File: config.mk
export PLATFORM = sky130hd
export DESIGN_NAME = twm_timer
export DESIGN_NICKNAME = d
export VERILOG_FILES = /design/src/common/twm_pkg.sv /design/src/twm_unit.sv /design/src/twm_timer.sv
export VERILOG_INCLUDE_DIRS = /design/src /design/src/common
export SDC_FILE = /design/constraint.sdc
export NUM_CORES = 1
export LEC_CHECK = 0
export BUFFER_PORTS_ARGS = -buffer_cell sky130_fd_sc_hd__buf_2
export CAP_MARGIN = 20
export CORE_ASPECT_RATIO = 0.75
export CORE_MARGIN = 3
export CORE_UTILIZATION = 48
export CTS_BUF_LIST = sky130_fd_sc_hd__clkbuf_4
export DETAILED_ROUTE_END_ITERATION = 8
export MAX_ROUTING_LAYER = met4
export PLACE_DENSITY = 0.67
export SLEW_MARGIN = 5
export SYNTH_ARGS = -nofsm -noshare
export SYNTH_HDL_FRONTEND = slang
export SYNTH_SLANG_ARGS = --single-unit
File: constraint.sdc
create_clock -name hclk -period 10.3 [get_ports hclk]
set_input_delay 0.515 -clock hclk [delete_from_list [all_inputs] [get_ports hclk]]
set_output_delay 0.515 -clock hclk [all_outputs]
set_load 0.01 [all_outputs]
File: src/common/twm_defines.svh
// twm_defines.svh: register offsets, field positions, resets, top values and limits
// assumes: included by bare name from the design and verification files
`ifndef TWM_DEFINES_SVH
`define TWM_DEFINES_SVH
// register byte offsets on the ahb-lite slave
`define TWM_OFS_CTRL_A    12'h000
`define TWM_OFS_CTRL_B    12'h004
`define TWM_OFS_COUNT     12'h008
`define TWM_OFS_CMP_A     12'h00c
`define TWM_OFS_CMP_B     12'h010
`define TWM_OFS_CAPTURE   12'h014
`define TWM_OFS_TICK_DIV  12'h018
`define TWM_OFS_STATUS    12'h01c
`define TWM_OFS_PORT_DIR  12'h020
// control a fields
`define TWM_A_ACT_A_HI    7
`define TWM_A_ACT_A_LO    6
`define TWM_A_ACT_B_HI    5
`define TWM_A_ACT_B_LO    4
`define TWM_A_MODE_HI     1
`define TWM_A_MODE_LO     0
// control b fields
`define TWM_B_MODE_HI     4
`define TWM_B_MODE_LO     3
// reset values
`define TWM_RST_CTRL      8'h00
`define TWM_RST_DIV       16'h0000
// fixed top values and limits
`define TWM_TOP_8BIT      16'h00ff
`define TWM_TOP_9BIT      16'h01ff
`define TWM_TOP_10BIT     16'h03ff
`define TWM_MAX           16'hffff
`define TWM_BOTTOM        16'h0000
`endif

File: src/common/twm_pkg.sv
// twm_pkg.sv: types for the timer waveform-mode block
// assumes: twm_defines.svh on the include path
package twm_pkg;
	// waveform mode field codes
	typedef enum logic [3:0] {
		TWM_NORMAL     = 4'h0,
		TWM_PC8        = 4'h1,
		TWM_PC9        = 4'h2,
		TWM_PC10       = 4'h3,
		TWM_CTC_CMP    = 4'h4,
		TWM_FAST8      = 4'h5,
		TWM_FAST9      = 4'h6,
		TWM_FAST10     = 4'h7,
		TWM_PFC_CAP    = 4'h8,
		TWM_PFC_CMP    = 4'h9,
		TWM_PC_CAP     = 4'ha,
		TWM_PC_CMP     = 4'hb,
		TWM_CTC_CAP    = 4'hc,
		TWM_RESERVED   = 4'hd,
		TWM_FAST_CAP   = 4'he,
		TWM_FAST_CMP   = 4'hf
	} twm_mode_e;
	// waveform family derived from the mode
	typedef enum logic [1:0] {
		TWM_FAM_NONPWM = 2'h0,
		TWM_FAM_FAST   = 2'h1,
		TWM_FAM_DUAL   = 2'h2,
		TWM_FAM_NONE   = 2'h3
	} twm_family_e;
	// per-unit action picked for one tick
	typedef enum logic [1:0] {
		TWM_ACT_HOLD   = 2'h0,
		TWM_ACT_TOGGLE = 2'h1,
		TWM_ACT_CLEAR  = 2'h2,
		TWM_ACT_SET    = 2'h3
	} twm_act_e;
	// bus slave states
	typedef enum logic [1:0] {
		TWM_BUS_IDLE   = 2'h0,
		TWM_BUS_WRITE  = 2'h1,
		TWM_BUS_READ   = 2'h2
	} twm_bus_e;
endpackage

File: src/twm_unit.sv
// twm_unit.sv: one compare-output unit (match, buffer, waveform, pin)
// assumes: driven by the timer core on hclk, tick as a clock enable
`include "twm_defines.svh"
module twm_unit #(
	parameter int W = 16            // counter width
) (
	input  wire logic         hclk,        // system clock
	input  wire logic         hresetn,     // async reset, low active
	input  wire logic         tick,        // timer tick enable
	input  wire logic [1:0]   act_field,   // unit output action field
	input  wire logic [1:0]   family,      // waveform family
	input  wire logic         toggle_ok,   // field 01 allowed to toggle
	input  wire logic         load_now,    // copy buffer into active
	input  wire logic         immediate,   // buffer bypassed
	input  wire logic         buf_wr,      // software writes the buffer
	input  wire logic [W-1:0] buf_data,    // value written
	input  wire logic [W-1:0] top,         // current top value
	input  wire logic [W-1:0] count,       // counter value
	input  wire logic         at_top,      // counter sits at top
	input  wire logic         down,        // dual slope counting down
	input  wire logic         dir_out,     // port direction is output
	input  wire logic         port_data,   // normal port function level
	input  wire logic         flag_clr,    // software clears match flag
	output logic [W-1:0]      active,      // active compare value
	output logic              match_flag,  // sticky compare-match flag
	output logic              pin_o,       // pin level
	output logic              pin_oe_n     // pin driver enable, low on
);
	////////////////////////////////////////////////////////////////////
	// state
	typedef struct packed {
		logic [W-1:0] buf_v;   // buffered compare value
		logic [W-1:0] act_v;   // active compare value
		logic         wave;    // waveform register
		logic         flag;    // match flag
	} twm_unit_s;
	twm_unit_s st_r;            // registered state
	twm_unit_s st_nxt;          // next state
	logic      match;           // count equals active compare
	logic      ovr;             // waveform overrides port
	logic      dn;              // slope seen by a match
	twm_pkg::twm_act_e act;     // action this tick

	////////////////////////////////////////////////////////////////////
	// next state
	always_comb begin
		st_nxt = st_r;
		act    = twm_pkg::TWM_ACT_HOLD;
		match  = (count == st_r.act_v);
		dn     = at_top || (down && count != '0);
		// buffer write; immediate modes update the active value too
		if (buf_wr) begin
			st_nxt.buf_v = buf_data;
			if (immediate) begin
				st_nxt.act_v = buf_data;
			end
		end
		if (tick) begin
			if (match) begin
				st_nxt.flag = 1'b1;
			end
			case (twm_pkg::twm_family_e'(family))
				twm_pkg::TWM_FAM_NONPWM: begin
					// match actions by field
					if (match) begin
						act = twm_pkg::twm_act_e'(act_field);
					end
				end
				twm_pkg::TWM_FAM_FAST: begin
					if (act_field == 2'b01) begin
						if (match && toggle_ok) begin
							act = twm_pkg::TWM_ACT_TOGGLE;
						end
					end else if (act_field[1]) begin
						// top action wins; match at top ignored
						if (at_top) begin
							act = act_field[0] ? twm_pkg::TWM_ACT_CLEAR
								: twm_pkg::TWM_ACT_SET;
						end else if (match) begin
							act = act_field[0] ? twm_pkg::TWM_ACT_SET
								: twm_pkg::TWM_ACT_CLEAR;
						end
					end
				end
				twm_pkg::TWM_FAM_DUAL: begin
					if (act_field == 2'b01) begin
						if (match && toggle_ok) begin
							act = twm_pkg::TWM_ACT_TOGGLE;
						end
					end else if (act_field[1] && match) begin
						// up clears, down sets for field 10
						if (dn ^ act_field[0]) begin
							act = twm_pkg::TWM_ACT_SET;
						end else begin
							act = twm_pkg::TWM_ACT_CLEAR;
						end
					end else if (act_field[1] && at_top
						&& st_r.act_v > top) begin
						// value above top never matches: hold the rail
						act = act_field[0] ? twm_pkg::TWM_ACT_CLEAR
							: twm_pkg::TWM_ACT_SET;
					end
				end
				default: begin
					act = twm_pkg::TWM_ACT_HOLD;
				end
			endcase
			if (load_now && !immediate) begin
				st_nxt.act_v = st_r.buf_v;
			end
		end
		case (act)
			twm_pkg::TWM_ACT_TOGGLE: st_nxt.wave = ~st_r.wave;
			twm_pkg::TWM_ACT_CLEAR:  st_nxt.wave = 1'b0;
			twm_pkg::TWM_ACT_SET:    st_nxt.wave = 1'b1;
			default:                 st_nxt.wave = st_r.wave;
		endcase
		// set wins over clear
		if (flag_clr && !(tick && match)) begin
			st_nxt.flag = 1'b0;
		end
	end

	////////////////////////////////////////////////////////////////////
	// state register
	always_ff @(posedge hclk or negedge hresetn) begin
		if (!hresetn) begin
			st_r <= '0;
		end else begin
			st_r <= st_nxt;
		end
	end

	////////////////////////////////////////////////////////////////////
	// pin mux: override by field, driver by direction only
	assign ovr        = |act_field;
	assign pin_o      = ovr ? st_r.wave : port_data;
	assign pin_oe_n   = ~dir_out;
	assign active     = st_r.act_v;
	assign match_flag = st_r.flag;
endmodule

File: src/twm_timer.sv
// twm_timer.sv: 16-bit timer with waveform-mode and compare-output control
// assumes: one ahb-lite master, single word transfers, hclk 100 MHz
//
// Contract
// - synchronous on hclk, tick is clock enable
// - dual-frequency modes load compare at bottom
// - nonzero action field overrides port function
// - pin driver enabled only by direction bit
// - non-pwm: off, toggle, clear, set on match
// - fast field 01 toggles unit a, modes 14/15
// - fast: 10 clear-match set-top, 11 inverse
// - fast: compare equals top, only top action
// - dual field 01 toggles unit a, modes 8-11
// - dual: 10 clear up set down, 11 inverse
// - mode field: two bits a, two bits b
// - phase correct tops, load top, overflow bottom
// - fast tops, load top, overflow top
// - modes 8/9 top, load and overflow bottom
// - normal and ctc: immediate update, overflow max
// - bottom events mirror top timing
// - bottom is zero; dual slope up then down
// - match flag set when count equals compare
// - dual: compare bottom low, top high
//
// Chosen here: the placing of the registers and the AHB-Lite register port.
`include "twm_defines.svh"
module twm_timer #(
	parameter int W = 16                // counter width
) (
	input  wire logic        hclk,       // system clock
	input  wire logic        hresetn,    // async reset, low active
	input  wire logic        hsel,       // slave select
	input  wire logic [31:0] haddr,      // address
	input  wire logic [1:0]  htrans,     // transfer type
	input  wire logic        hwrite,     // write when high
	input  wire logic [2:0]  hsize,      // transfer size
	input  wire logic        hready,     // bus ready in
	input  wire logic [31:0] hwdata,     // write data
	output logic [31:0]      hrdata,     // read data
	output logic             hreadyout,  // slave ready
	output logic             hresp,      // response, always okay
	input  wire logic [1:0]  port_data,  // normal port levels b,a
	output logic             wave_out_a,      // unit a pin level
	output logic             wave_out_a_oe_n, // unit a driver, low on
	output logic             wave_out_b,      // unit b pin level
	output logic             wave_out_b_oe_n, // unit b driver, low on
	output logic             overflow_flag    // sticky overflow flag
);
	////////////////////////////////////////////////////////////////////
	// state
	typedef struct packed {
		logic [7:0]   ctrl_a;    // output actions and low mode bits
		logic [7:0]   ctrl_b;    // high mode bits
		logic [W-1:0] count;     // counter value
		logic [W-1:0] capture;   // capture register
		logic [15:0]  div;       // tick divider reload
		logic [15:0]  pre;       // tick divider count
		logic         down;      // dual slope counting down
		logic [1:0]   dir;       // port direction bits b,a
		logic         ovf;       // overflow flag
		twm_pkg::twm_bus_e bus;  // pending data phase
		logic [11:0]  addr;      // latched address
		logic [31:0]  rdata;     // read data register
	} twm_s;
	twm_s st_r;                      // registered state
	twm_s st_nxt;                    // next state

	twm_pkg::twm_mode_e   mode;      // waveform mode field
	twm_pkg::twm_family_e fam;       // waveform family
	logic [W-1:0] top;               // current top
	logic [W-1:0] cmp_a;             // active compare a
	logic [W-1:0] cmp_b;             // active compare b
	logic [1:0]   flag_m;            // match flags b,a
	logic         tick;              // timer tick enable
	logic         at_top;            // counter equals top
	logic         at_bot;            // counter at bottom
	logic         load_top;          // buffers load at top
	logic         ovf_top;           // overflow raised at top
	logic         dual;              // dual-slope mode
	logic         imm;               // immediate compare update
	logic         tog_ok;            // field 01 toggles unit a
	logic         load_now;          // buffer load this tick
	logic         ovf_set;           // overflow event this tick
	logic         wr_cmp_a;          // write compare a buffer
	logic         wr_cmp_b;          // write compare b buffer
	logic         wr_cnt;            // write counter
	logic         clr_a;             // clear match flag a
	logic         clr_b;             // clear match flag b
	logic         addr_ph;           // valid address phase
	logic [W-1:0] wdata_w;           // write data, counter width

	////////////////////////////////////////////////////////////////////
	// mode decode
	always_comb begin
		mode = twm_pkg::twm_mode_e'({st_r.ctrl_b[`TWM_B_MODE_HI:`TWM_B_MODE_LO],
			st_r.ctrl_a[`TWM_A_MODE_HI:`TWM_A_MODE_LO]});
		top      = `TWM_MAX;
		fam      = twm_pkg::TWM_FAM_NONPWM;
		dual     = 1'b0;
		load_top = 1'b1;
		ovf_top  = 1'b0;
		imm      = 1'b0;
		tog_ok   = 1'b0;
		case (mode)
			twm_pkg::TWM_NORMAL, twm_pkg::TWM_CTC_CMP,
			twm_pkg::TWM_CTC_CAP: begin
				imm = 1'b1;
				if (mode == twm_pkg::TWM_CTC_CMP) begin
					top = cmp_a;
				end else if (mode == twm_pkg::TWM_CTC_CAP) begin
					top = st_r.capture;
				end
			end
			twm_pkg::TWM_PC8, twm_pkg::TWM_PC9, twm_pkg::TWM_PC10,
			twm_pkg::TWM_PC_CAP, twm_pkg::TWM_PC_CMP: begin
				fam  = twm_pkg::TWM_FAM_DUAL;
				dual = 1'b1;
				case (mode)
					twm_pkg::TWM_PC8:    top = `TWM_TOP_8BIT;
					twm_pkg::TWM_PC9:    top = `TWM_TOP_9BIT;
					twm_pkg::TWM_PC10:   top = `TWM_TOP_10BIT;
					twm_pkg::TWM_PC_CAP: top = st_r.capture;
					default:             top = cmp_a;
				endcase
				tog_ok = (mode == twm_pkg::TWM_PC_CAP)
					|| (mode == twm_pkg::TWM_PC_CMP);
			end
			twm_pkg::TWM_PFC_CAP, twm_pkg::TWM_PFC_CMP: begin
				fam      = twm_pkg::TWM_FAM_DUAL;
				dual     = 1'b1;
				load_top = 1'b0;
				tog_ok   = 1'b1;
				top = (mode == twm_pkg::TWM_PFC_CAP) ? st_r.capture : cmp_a;
			end
			twm_pkg::TWM_FAST8, twm_pkg::TWM_FAST9, twm_pkg::TWM_FAST10,
			twm_pkg::TWM_FAST_CAP, twm_pkg::TWM_FAST_CMP: begin
				fam     = twm_pkg::TWM_FAM_FAST;
				ovf_top = 1'b1;
				case (mode)
					twm_pkg::TWM_FAST8:    top = `TWM_TOP_8BIT;
					twm_pkg::TWM_FAST9:    top = `TWM_TOP_9BIT;
					twm_pkg::TWM_FAST10:   top = `TWM_TOP_10BIT;
					twm_pkg::TWM_FAST_CAP: top = st_r.capture;
					default:               top = cmp_a;
				endcase
				tog_ok = (mode == twm_pkg::TWM_FAST_CAP)
					|| (mode == twm_pkg::TWM_FAST_CMP);
			end
			default: begin
				fam = twm_pkg::TWM_FAM_NONE;
			end
		endcase
	end

	////////////////////////////////////////////////////////////////////
	// tick, turning points and events
	assign tick   = (st_r.pre == st_r.div);
	assign at_top = (st_r.count == top);
	assign at_bot = (st_r.count == `TWM_BOTTOM);
	// bottom events only on the turn, mirroring the top events
	assign load_now = tick && (load_top ? at_top : (at_bot && st_r.down));
	assign ovf_set  = tick && (imm ? (st_r.count == `TWM_MAX)
		: ovf_top ? at_top : (at_bot && st_r.down));
	assign addr_ph  = hsel && hready && htrans[1];
	assign wdata_w  = hwdata[W-1:0];
	assign wr_cmp_a = (st_r.bus == twm_pkg::TWM_BUS_WRITE)
		&& (st_r.addr == `TWM_OFS_CMP_A);
	assign wr_cmp_b = (st_r.bus == twm_pkg::TWM_BUS_WRITE)
		&& (st_r.addr == `TWM_OFS_CMP_B);
	assign wr_cnt   = (st_r.bus == twm_pkg::TWM_BUS_WRITE)
		&& (st_r.addr == `TWM_OFS_COUNT);
	assign clr_a    = (st_r.bus == twm_pkg::TWM_BUS_WRITE)
		&& (st_r.addr == `TWM_OFS_STATUS) && hwdata[1];
	assign clr_b    = (st_r.bus == twm_pkg::TWM_BUS_WRITE)
		&& (st_r.addr == `TWM_OFS_STATUS) && hwdata[2];

	////////////////////////////////////////////////////////////////////
	// next state: counter, registers, bus
	always_comb begin
		st_nxt = st_r;
		// tick divider: one enable pulse every div+1 cycles
		st_nxt.pre = tick ? 16'h0000 : st_r.pre + 16'h0001;
		if (tick && fam != twm_pkg::TWM_FAM_NONE) begin
			if (dual) begin
				// up to top, then back down to bottom
				if (!st_r.down) begin
					if (st_r.count >= top) begin
						st_nxt.down  = 1'b1;
						st_nxt.count = st_r.count - 16'h0001;
					end else begin
						st_nxt.count = st_r.count + 16'h0001;
					end
				end else if (at_bot) begin
					st_nxt.down  = 1'b0;
					st_nxt.count = st_r.count + 16'h0001;
				end else begin
					st_nxt.count = st_r.count - 16'h0001;
				end
			end else begin
				st_nxt.down  = 1'b0;
				st_nxt.count = at_top ? `TWM_BOTTOM
					: st_r.count + 16'h0001;
			end
		end
		// overflow: set wins over software clear
		if (ovf_set) begin
			st_nxt.ovf = 1'b1;
		end else if ((st_r.bus == twm_pkg::TWM_BUS_WRITE)
			&& (st_r.addr == `TWM_OFS_STATUS) && hwdata[0]) begin
			st_nxt.ovf = 1'b0;
		end
		// data phase of a write
		if (st_r.bus == twm_pkg::TWM_BUS_WRITE) begin
			case (st_r.addr)
				`TWM_OFS_CTRL_A:   st_nxt.ctrl_a  = hwdata[7:0] & 8'hf3;
				`TWM_OFS_CTRL_B:   st_nxt.ctrl_b  = hwdata[7:0] & 8'h18;
				`TWM_OFS_COUNT:    st_nxt.count   = wdata_w;
				`TWM_OFS_CAPTURE:  st_nxt.capture = wdata_w;
				`TWM_OFS_TICK_DIV: begin
					st_nxt.div = hwdata[15:0];
					st_nxt.pre = 16'h0000;
				end
				`TWM_OFS_PORT_DIR: st_nxt.dir     = hwdata[1:0];
				default:           st_nxt.dir     = st_nxt.dir;
			endcase
		end
		// address phase
		st_nxt.bus = twm_pkg::TWM_BUS_IDLE;
		if (addr_ph) begin
			st_nxt.bus  = hwrite ? twm_pkg::TWM_BUS_WRITE
				: twm_pkg::TWM_BUS_READ;
			st_nxt.addr = haddr[11:0];
			st_nxt.rdata = 32'h0000_0000;
			case (haddr[11:0])
				`TWM_OFS_CTRL_A:   st_nxt.rdata[7:0]   = st_r.ctrl_a;
				`TWM_OFS_CTRL_B:   st_nxt.rdata[7:0]   = st_r.ctrl_b;
				`TWM_OFS_COUNT:    st_nxt.rdata[W-1:0] = st_r.count;
				`TWM_OFS_CMP_A:    st_nxt.rdata[W-1:0] = cmp_a;
				`TWM_OFS_CMP_B:    st_nxt.rdata[W-1:0] = cmp_b;
				`TWM_OFS_CAPTURE:  st_nxt.rdata[W-1:0] = st_r.capture;
				`TWM_OFS_TICK_DIV: st_nxt.rdata[15:0]  = st_r.div;
				`TWM_OFS_STATUS:   st_nxt.rdata[3:0]   = {st_r.down,
					flag_m, st_r.ovf};
				`TWM_OFS_PORT_DIR: st_nxt.rdata[1:0]   = st_r.dir;
				default:           st_nxt.rdata        = 32'h0000_0000;
			endcase
		end
	end

	////////////////////////////////////////////////////////////////////
	// state register
	always_ff @(posedge hclk or negedge hresetn) begin
		if (!hresetn) begin
			st_r        <= '0;
			st_r.ctrl_a <= `TWM_RST_CTRL;
			st_r.ctrl_b <= `TWM_RST_CTRL;
			st_r.div    <= `TWM_RST_DIV;
			st_r.bus    <= twm_pkg::TWM_BUS_IDLE;
		end else begin
			st_r <= st_nxt;
		end
	end

	////////////////////////////////////////////////////////////////////
	// compare units
	twm_unit #(.W(W)) u_unit_a (
		.hclk      (hclk),
		.hresetn   (hresetn),
		.tick      (tick && !wr_cnt),
		.act_field (st_r.ctrl_a[`TWM_A_ACT_A_HI:`TWM_A_ACT_A_LO]),
		.family    (fam),
		.toggle_ok (tog_ok),
		.load_now  (load_now),
		.immediate (imm),
		.buf_wr    (wr_cmp_a),
		.buf_data  (wdata_w),
		.top       (top),
		.count     (st_r.count),
		.at_top    (at_top),
		.down      (st_r.down),
		.dir_out   (st_r.dir[0]),
		.port_data (port_data[0]),
		.flag_clr  (clr_a),
		.active    (cmp_a),
		.match_flag(flag_m[0]),
		.pin_o     (wave_out_a),
		.pin_oe_n  (wave_out_a_oe_n)
	);
	// unit b toggles on field 01 only in non-pwm modes
	twm_unit #(.W(W)) u_unit_b (
		.hclk      (hclk),
		.hresetn   (hresetn),
		.tick      (tick && !wr_cnt),
		.act_field (st_r.ctrl_a[`TWM_A_ACT_B_HI:`TWM_A_ACT_B_LO]),
		.family    (fam),
		.toggle_ok (1'b0),
		.load_now  (load_now),
		.immediate (imm),
		.buf_wr    (wr_cmp_b),
		.buf_data  (wdata_w),
		.top       (top),
		.count     (st_r.count),
		.at_top    (at_top),
		.down      (st_r.down),
		.dir_out   (st_r.dir[1]),
		.port_data (port_data[1]),
		.flag_clr  (clr_b),
		.active    (cmp_b),
		.match_flag(flag_m[1]),
		.pin_o     (wave_out_b),
		.pin_oe_n  (wave_out_b_oe_n)
	);

	////////////////////////////////////////////////////////////////////
	// bus outputs: zero wait states, always okay
	assign hrdata        = st_r.rdata;
	assign hreadyout     = 1'b1;
	assign hresp         = 1'b0;
	assign overflow_flag = st_r.ovf;
endmodule

# [After elaboration in Yosys (flattened, before gate mapping)]
# Index checks and enable logic that the tools add are counted.
[classes] add_sub_neg=3 n_mul=0 div=0 n_lt_le_gt_ge=3 n_eq_ne=47 shift=0 muxes=82 bitwise=6 reduce_logical=61
[op_table] op="2-to-1 mux 16 bit" n=20
[op_table] op="case mux 16 bit (4 select lines)" n=3
[op_table] op="equality test 12 x 5 -> 1 bit (second input constant)" n=8
[op_table] op="equality test 16 bit" n=4
[op_table] op="2-to-1 mux 64 bit" n=1
[op_table] op="equality test 12 x 4 -> 1 bit (second input constant)" n=4
[op_table] op="2-to-1 mux 46 bit" n=1
[op_table] op="case mux 8 bit (5 select lines)" n=1
[op_table] op="2-to-1 mux 2 bit" n=19
[op_table] op="adder 16 x 1 -> 16 bit (second input constant)" n=2
[op_table] op="> comparator 16 bit" n=2
[op_table] op="2-to-1 mux 32 bit" n=1
[op_table] op="equality test 4 bit (second input constant)" n=7
[op_table] op="case mux 4 bit (7 select lines)" n=1
[op_table] op="logical AND 1 bit" n=27
[op_table] op="2-to-1 mux 1 bit" n=27
[op_table] op="equality test 12 x 3 -> 1 bit (second input constant)" n=2
[op_table] op="equality test 12 x 6 -> 1 bit (second input constant)" n=2
[op_table] op="zero test 12 bit" n=2
[op_table] op="case mux 2 bit (3 select lines)" n=3
[op_table] op="equality test 16 bit (second input constant)" n=1
[op_table] op="equality test 4 x 3 -> 1 bit (second input constant)" n=4
[op_table] op="greater-or-equal comparator 16 bit" n=1
[op_table] op="zero test 16 bit" n=1
[op_table] op="other kinds (23)" n=58
[totals] reg_bits=174 latch_bits=0 mem_bits_rw=0 rom_bits=0 input_bits=76 out_inout_bits=39 mem_count=0

# [Longest topological paths before layout]
# Gate-level depths: netlist of the first run.
[depth] ltp_word=14 mapped_depth=17 ltp_nobuf=14

# [Modules after synthesis]
# A second synthesis of the first run with hierarchy kept.
[hier_totals] hier_cells=1272 area_unflattened_um2=11885.1
[modules_own_cells] module="twm_timer" instances=1 cells_each=796 area_per_inst_um2=7263.2
[modules_own_cells] module="twm_unit" instances=2 cells_each=238 area_per_inst_um2=2311.0

# [Worst setup path after synthesis of the first run]
# Ideal clock, no wire load.
[synth_path] path_type="flip-flop to flip-flop" startpoint="register st_r, in the netlist mode[1]" endpoint="register st_r[109] in the netlist's numbering" arrival_time_ns=3.554 slack_ns=6.625 stages_incl_launch_ff=18 synth_period_minus_slack_ns=3.675 cell_sequence="dfrtp_1 -> clkbuf_1 -> nor2b_1 -> clkbuf_1 -> nor2_1 -> a21oi_1 -> a21oi_1 -> ha_1 -> and4_1 -> nor2b_1 -> a221oi_1 -> o21ai_0 -> a211oi_4 -> or2_1 -> buf_6 -> mux2i_1 -> a31oi_1 -> a22o_1"
[synth_lines] element="start: declaration" line="twm_timer.sv:65" source="twm_s st_r;"
[synth_lines] element="start signal: assignment" line="twm_timer.sv:260" source="st_r <= st_nxt;"

==> results of run 1 <==
[routing by layer]
metal	wire, um	vias up
met5	0	-
met4	766	0
met3	3130	47
met2	14100	436
met1	16500	4651
li1	-	4413
[cells in the final DEF, fill, tap and decap left out, types with 14 or more instances in the layout]
master | Yosys | final
a21oi_1 | 96 | 96
xor2_1 | 35 | 35
ha_1 | 48 | 48
clkbuf_4 | 1 | 17
conb_1 | 2 | 18
dfrtp_1 | 174 | 174
xnor2_1 | 40 | 40
nor2b_1 | 15 | 15
mux2i_1 | 48 | 48
nand3_1 | 24 | 23
o22ai_1 | 14 | 14
nand2_1 | 82 | 81
nor2_1 | 126 | 126
a222oi_1 | 16 | 16
o21ai_0 | 51 | 51
buf_2 | 11 | 55
a21o_1 | 19 | 19
inv_1 | 19 | 19
nand4_1 | 25 | 25
mux2_2 | 86 | 86
buf_4 | 39 | 21
[worst max-delay path, cell delays in order (launching register included)]
cell and delay, ns:
dfrtp_1 0.40, buf_4 0.24, and2_1 0.32, nor2b_1 0.18, o21ai_0 0.15, o221ai_1 0.23, ha_1 0.36, and4_1 0.28
nor2b_1 0.19, and3_1 0.29, and3b_1 0.50, nor2_1 0.24, nor2_1 0.43, o21ai_0 0.14, a2111oi_1 0.42, nor2_1 0.09
[area by class of cell]
class / instances / area [sq um] / area share (%)
Antenna cell: 4 / 10.0 / 0.0828
Clock buffer: 17 / 128 / 1.06
Clock inverter: 15 / 96.3 / 0.797
Inverter: 19 / 71.3 / 0.590
Multi-Input combinational cell: 930 / 6580 / 54.4
Sequential cell: 174 / 4350 / 36.0
Tap cell: 300 / 375 / 3.10
Timing Repair Buffer: 80 / 479 / 3.96
[what timing repair did]
| action | CTS | global route |
|---|---|---|
| endpoints found under the setup margin | 0 | 0 |
| hold buffers | 2 | 0 |
| hold endpoints to repair | 79 | 0 |
[metrics by stage]
step	instances	hold slack, ns	util (%)	setup WS [ns]	power [mW]
3_5_place_dp	1498	0.465	50.7	5.92	0.964
5_1_grt	1539	0.0654	51.9	5.48	1.37
3_3_place_gp	1498	0.455	50.7	6.00	0.958
4_1_cts	1532	0.0757	51.7	5.89	1.32
2_1_floorplan	1232	0.219	-	6.63	0.894
6_report	1539	0.124	51.9	5.71	1.31
[synthesized netlist by cell type (11+ instances only)]
cell type and number:
inv_1 19, a222oi_1 16, o22ai_1 14, nor2b_1 15, nand2_1 82, mux2i_1 48
dfrtp_1 174, o21ai_0 51, xnor2_1 40, xor2_1 35, nor4_1 12, nand3_1 24
nor2_1 126, buf_4 39, and3_1 13, nand2b_1 13, ha_1 48, clkbuf_1 48
a21o_1 19, nor3_1 11, nand4_1 25, a21oi_1 96, mux2_2 86, a22oi_1 11
buf_2 11
[power by group through the flow]
stage	logic [mW]	registers (mW)	clock network [mW]
floorplan	0.139	0.754	0
global placement	0.189	0.769	0
detailed placement	0.194	0.770	0
CTS	0.196	0.757	0.363
global route	0.219	0.763	0.390
finish	0.197	0.758	0.353
[worst max-delay path by stage]
stage | startpoint | to | slack (ns) | depth (start not counted)
6_report | mode[3] | st_r[104] | 5.71 | 15
5_1_grt | mode[0] | st_r[104] | 5.48 | 15
4_1_cts | mode[3] | st_r[104] | 5.89 | 15
3_5_place_dp | mode[3] | st_r[104] | 5.92 | 15
3_3_place_gp | mode[3] | st_r[104] | 6.00 | 15
2_1_floorplan | mode[1] | st_r[109] | 6.63 | 17
[cell families (layout without fill, tap and decap cells)]
group                    Yosys count  count (layout)  synth area share (%)
AO/OA/AOI/OAI                    283             283                  16.4
XOR/XNOR                          75              75                  5.69
adder cells (fa/ha/maj)           49              49                  5.30
buffers and inverters            128             131                  5.91
flip-flops                       174             174                  37.7
multiplexers                     135             135                  12.6
other                              2              22                0.0651
AND/OR/NAND/NOR                  370             370                  16.3
[sequential cells by signal, indices dropped and copies added (netlist names)]
name                 cells
hrdata                  16
u_unit_b.match_flag      1
u_unit_a.active         16
u_unit_b.active         16
mode                     4
overflow_flag            1
st_r                    85
u_unit_a.match_flag      1
u_unit_a.st_r           17
u_unit_b.st_r           17
==> flow_metrics.py, run 1 <==
metrics = {
    "floorplan": {
        "fp.dieW_um": 185,
        "die_area_sq_um": 26000,
        "io_pins": 115,
        "die_h_um": 140,
        "core_sq_um": 23300,
        "start_util_pct": 49.5,
        "rows": 48,
    },
    "finish": {
        "finalNetCount": 1346,
        "area_growth_pct": 4.73,
        "nFillCells": 2161,
        "drive_above_1_share_pct": 17.3,
        "fin_area_sq_um": 12100,
    },
    "routing": {
        "drtIter0Drc": 1148,
        "routed-via-count": 9547,
        "drt-pass1-iter-count": 6,
        "drcViolationCount": 0,
        "wl_per_cell_um": 22.4,
        "wl_um": 34500,
        "vias_per_cell": 6.20,
        "ant_nets": 0,
    },
    "pwr": {
        "internal_power_uw": 887,
        "clkPwrFrac_pct": 27.0,
        "pwr-share-comb_pct": 15.1,
        "p_leak_nw": 5.22,
        "ir_worst_vdd_mv": 0.0903,
        "power.switching_uw": 421,
        "p_per_area_nw_per_um2": 108,
        "swShare_pct": 32.2,
        "sequentialPowerShare_pct": 58.0,
    },
    "synthesis": {
        "synth_area_sq_um": 11500,
        "synthArstFlopShare_pct": 100,
        "ys.flop_type": "dfrtp_1",
        "ys_seq_area_share_pct": 37.7,
        "netlist.area_leader.share_pct": 37.7,
        "synthTopCellsByArea": "dfrtp_1, mux2_2, ha_1, a21oi_1, mux2i_1",
        "ys_types": 89,
        "synth_edf_count": 0,
        "synth_seq_cells": 174,
        "synth_top_area_cell": "dfrtp_1",
        "synth_area_per_cell_sq_um": 9.49,
        "synthCells": 1216,
        "yosysWarnings": 0,
    },
    "cts": {
        "root_buffer": "clkbuf_4",
        "clkSinkCount": 174,
        "cts_tree": "built",
        "cts.clk_slew.worst_paths_ns": 0.17,
        "cts_setup_buffers": 0,
        "cts_htree_levels": 4,
        "clock_latency_ns": 0.64,
        "clockBufferDepth": 2,
        "cts_buffers": 17,
        "cts_resized": 0,
    },
    "worst_hold_path": {
        "hp-class": "primary input to register",
        "holdPathStages": 2,
        "min_to": "st_r[41]",
        "worstHoldStart": "haddr[9]",
    },
    "global_routing": {
        "antenna_found_initial": 3,
        "grt_usage_pct": 27.6,
        "use_met1_pct": 40.7,
        "gr-usage-met3_pct": 6.70,
        "grt_util_met2_pct": 37.3,
        "overflow": 0,
        "grt_max_degree": 99,
        "grt_pass1_wl_um": 53000,
        "grt_pass1_vias": 8892,
        "grt.busiest_layer": "met1",
    },
    "timing": {
        "timing.final.crit_period_ns": 4.59,
        "finalHoldViolCount": 0,
        "period_share_pct": 44.5,
        "rsz0062_at_grt": "no",
        "finalSetupTns_ns": 0,
        "fmax_ghz": 0.218,
        "fin_worst_skew_ns": 0.0353,
        "finalMaxSlewViolations": 0,
        "timing.final.setup_violations": 0,
        "tightest_slew_ns": 0.968,
        "slew_headroom_pct": 35.4,
    },
    "critical_path": {
        "critPathRequiredTime_ns": 10.83,
        "cp_max_fo": 33,
        "r2r-start": "mode[3]",
        "r2r-end": "st_r[104]",
        "crit_arrival_ns": 5.12,
        "endpoint_kind": "register",
        "crit_type": "register to register",
        "r2r_slack_ns": 5.71,
        "ff2ff_path_depth": 15,
        "critPathLaunchType": "register",
    },
    "place": {
        "hpwl_um": 24700,
        "numPortBuffers": 56,
        "gp_congestion": 0.993,
        "dpl_cell_area_sq_um": 11800,
    },
    "job": {
        "drv_cap": 0,
    },
    "outcome": {
        "outcome": "finished, final reports clean",
    },
}
(Power assumes the default switching activity.)
==> inputs of run 2 (changes only) <==
==> constraint.sdc (replaced) <==
create_clock -name hclk -period 4.3 [get_ports hclk]
set_input_delay 0.215 -clock hclk [delete_from_list [all_inputs] [get_ports hclk]]
set_output_delay 0.215 -clock hclk [all_outputs]
set_load 0.01 [all_outputs]
==> run 2 against run 1 <==
  * Clock power rose to 3.0 times the previous value
  * Combinational power rose to 2.5 times the previous value
  * Count of clock-buffer cells in the layout unchanged
  * Utilization up 2.1 points
  * Cell count up 2.8%
  * Design area up 4.1%
  * Sequential power up 140%
  * Global-route usage up 0.71 points
  * Power rose to 2.6 times the previous value
  * Via count up 3.7%
  * Critical endpoint is now st_r[109]
  * Largest power group unchanged
==> flow_metrics.py, run 2 (synthesis gave the netlist of run 1 again) <==
metrics = {
    "cts": {
        "root_buffer": "clkbuf_4",
        "cts.clk_slew.worst_paths_ns": 0.15,
        "clockBufferDepth": 2,
        "cts_buffers": 17,
        "cts_setup_buffers": 0,
        "cts_htree_levels": 4,
        "clkSinkCount": 174,
        "clock_latency_ns": 0.61,
        "cts_tree": "built",
    },
    "global_routing": {
        "antenna_found_initial": 2,
        "overflow": 0,
        "grt.busiest_layer": "met1",
        "grt_pass1_vias": 9134,
        "use_met1_pct": 41.4,
        "grt_usage_pct": 28.3,
        "grt_max_degree": 105,
        "grt_pass1_wl_um": 54600,
        "gr-usage-met3_pct": 6.67,
        "grt_util_met2_pct": 40.0,
    },
    "pwr": {
        "finalPower_mw": 3.37,
        "p_leak_nw": 5.48,
        "ir_worst_vdd_mv": 0.365,
        "p_per_area_nw_per_um2": 268,
    },
    "critical_path": {
        "crit_arrival_ns": 4.51,
        "endpoint_kind": "register",
        "critPathRequiredTime_ns": 4.77,
        "critPathLaunchType": "register",
        "cp_max_fo": 16,
        "crit_type": "register to register",
    },
    "worst_hold_path": {
        "hp-class": "primary input to register",
    },
    "timing": {
        "finalMaxSlewViolations": 0,
        "rsz0062_at_grt": "no",
        "finalSetupTns_ns": 0,
        "timing.final.setup_violations": 0,
        "fin_worst_skew_ns": 0.0435,
        "fmax_ghz": 0.248,
        "slew_headroom_pct": 31.6,
        "whs_ns": 0.0794,
        "timing.final.crit_period_ns": 4.03,
        "fin_ws_ns": 0.268,
        "period_share_pct": 93.8,
        "finalHoldViolCount": 0,
        "tightest_slew_ns": 1.03,
    },
    "place": {
        "dpl.cell_count": 1518,
        "hpwl_um": 25500,
        "dp_slack_ns": 0.276,
        "numPortBuffers": 56,
        "gp_congestion": 0.988,
    },
    "finish": {
        "layoutNonFillerInstCount": 1582,
        "regMostFlops": "st_r",
        "drive_above_1_share_pct": 18.7,
        "largest_reg_flops": 85,
        "nFillCells": 2114,
        "finalNetCount": 1391,
        "area_growth_pct": 9.01,
        "layout_commonest_cell": "dfrtp_1",
        "layout_common_cells": "dfrtp_1, nor2_1, a21oi_1, mux2_2, nand2_1",
        "reg_top3": "st_r (85), u_unit_a.st_r (17), u_unit_b.st_r (17)",
    },
    "floorplan": {
        "io_pins": 115,
        "core_sq_um": 23300,
        "rows": 48,
        "fp.dieW_um": 185,
        "start_util_pct": 49.5,
        "die_area_sq_um": 26000,
        "die_h_um": 140,
    },
    "routing": {
        "drt-pass1-iter-count": 7,
        "drtIter0Drc": 1301,
        "ant_nets": 0,
        "routed-via-count": 9905,
        "wl_per_cell_um": 22.6,
        "vias_per_cell": 6.26,
        "drcViolationCount": 0,
        "wl_um": 35800,
    },
    "outcome": {
        "outcome": "finished, final reports clean",
    },
    "job": {
        "drv_cap": 0,
    },
}
[run 2: metal layers]
| layer | wire, um | vias to the layer above |
|---|---|---|
| li1 | - | 4486 |
| met1 | 16600 | 4805 |
| met2 | 14900 | 559 |
| met3 | 3490 | 55 |
| met4 | 737 | 0 |
| met5 | 0 | - |
[run 2: repair_timing]
item                       4_1_cts  5_1_grt
hold buffers                    28        0
setup endpoints to repair        0        6
resized for setup                0        4
hold endpoints to repair       169        0
[run 2: power breakdown]
part / switching [mW] / total, mW / leakage, nW / internal, mW
registers: 0.107 / 1.82 / 2.04 / 1.72
logic: 0.289 / 0.500 / 3.27 / 0.211
clock network: 0.637 / 1.05 / 0.168 / 0.413
total: 1.03 / 3.37 / 5.48 / 2.34
[run 2: path summary, 6_finish.rpt]
kind / depth (start not counted) / endpoint / start / slack (ns)
max: 13 / st_r[109] / mode[0] / 0.27
min: 2 / st_r[35] / haddr[3] / 0.08
max reg2reg: 13 / st_r[109] / mode[0] / 0.27
min reg2reg: 1 / hrdata[9] / hrdata[9] / 0.49
max in group asynchronous: 3 / u_unit_a.active[13] / hresetn / 3.02
min in group asynchronous: 2 / st_r[39] / hresetn / 0.30
[run 2: cell type report]
class / instances / area [sq um] / area share (%)
well taps: 300 / 375 / 2.98
inverters: 19 / 71.3 / 0.567
diodes: 2 / 5.00 / 0.0398
clock inverters: 15 / 183 / 1.45
multi-input cells: 930 / 6580 / 52.3
flip-flops and latches: 174 / 4360 / 34.6
repair buffers: 125 / 887 / 7.05
clock buffers: 17 / 128 / 1.01
[run 2: critical path: stages, from the launching register on]
cell	delay, ns
dfrtp_1	0.51
buf_4	0.25
nand2b_1	0.28
o221ai_1	0.44
ha_1	0.33
and4_1	0.23
nor2b_1	0.15
a221oi_1	0.28
o21ai_1	0.16
a211oi_4	0.25
or2_1	0.46
mux2i_1	0.24
a31oi_1	0.10
a22o_1	0.22
[run 2: metrics by stage]
stage	utilization [%]	cell area, sq um
2_1_floorplan	-	11600
3_3_place_gp	51.4	12000
3_5_place_dp	51.4	12000
4_1_cts	53.9	12600
5_1_grt	54.0	12600
6_report	54.0	12600
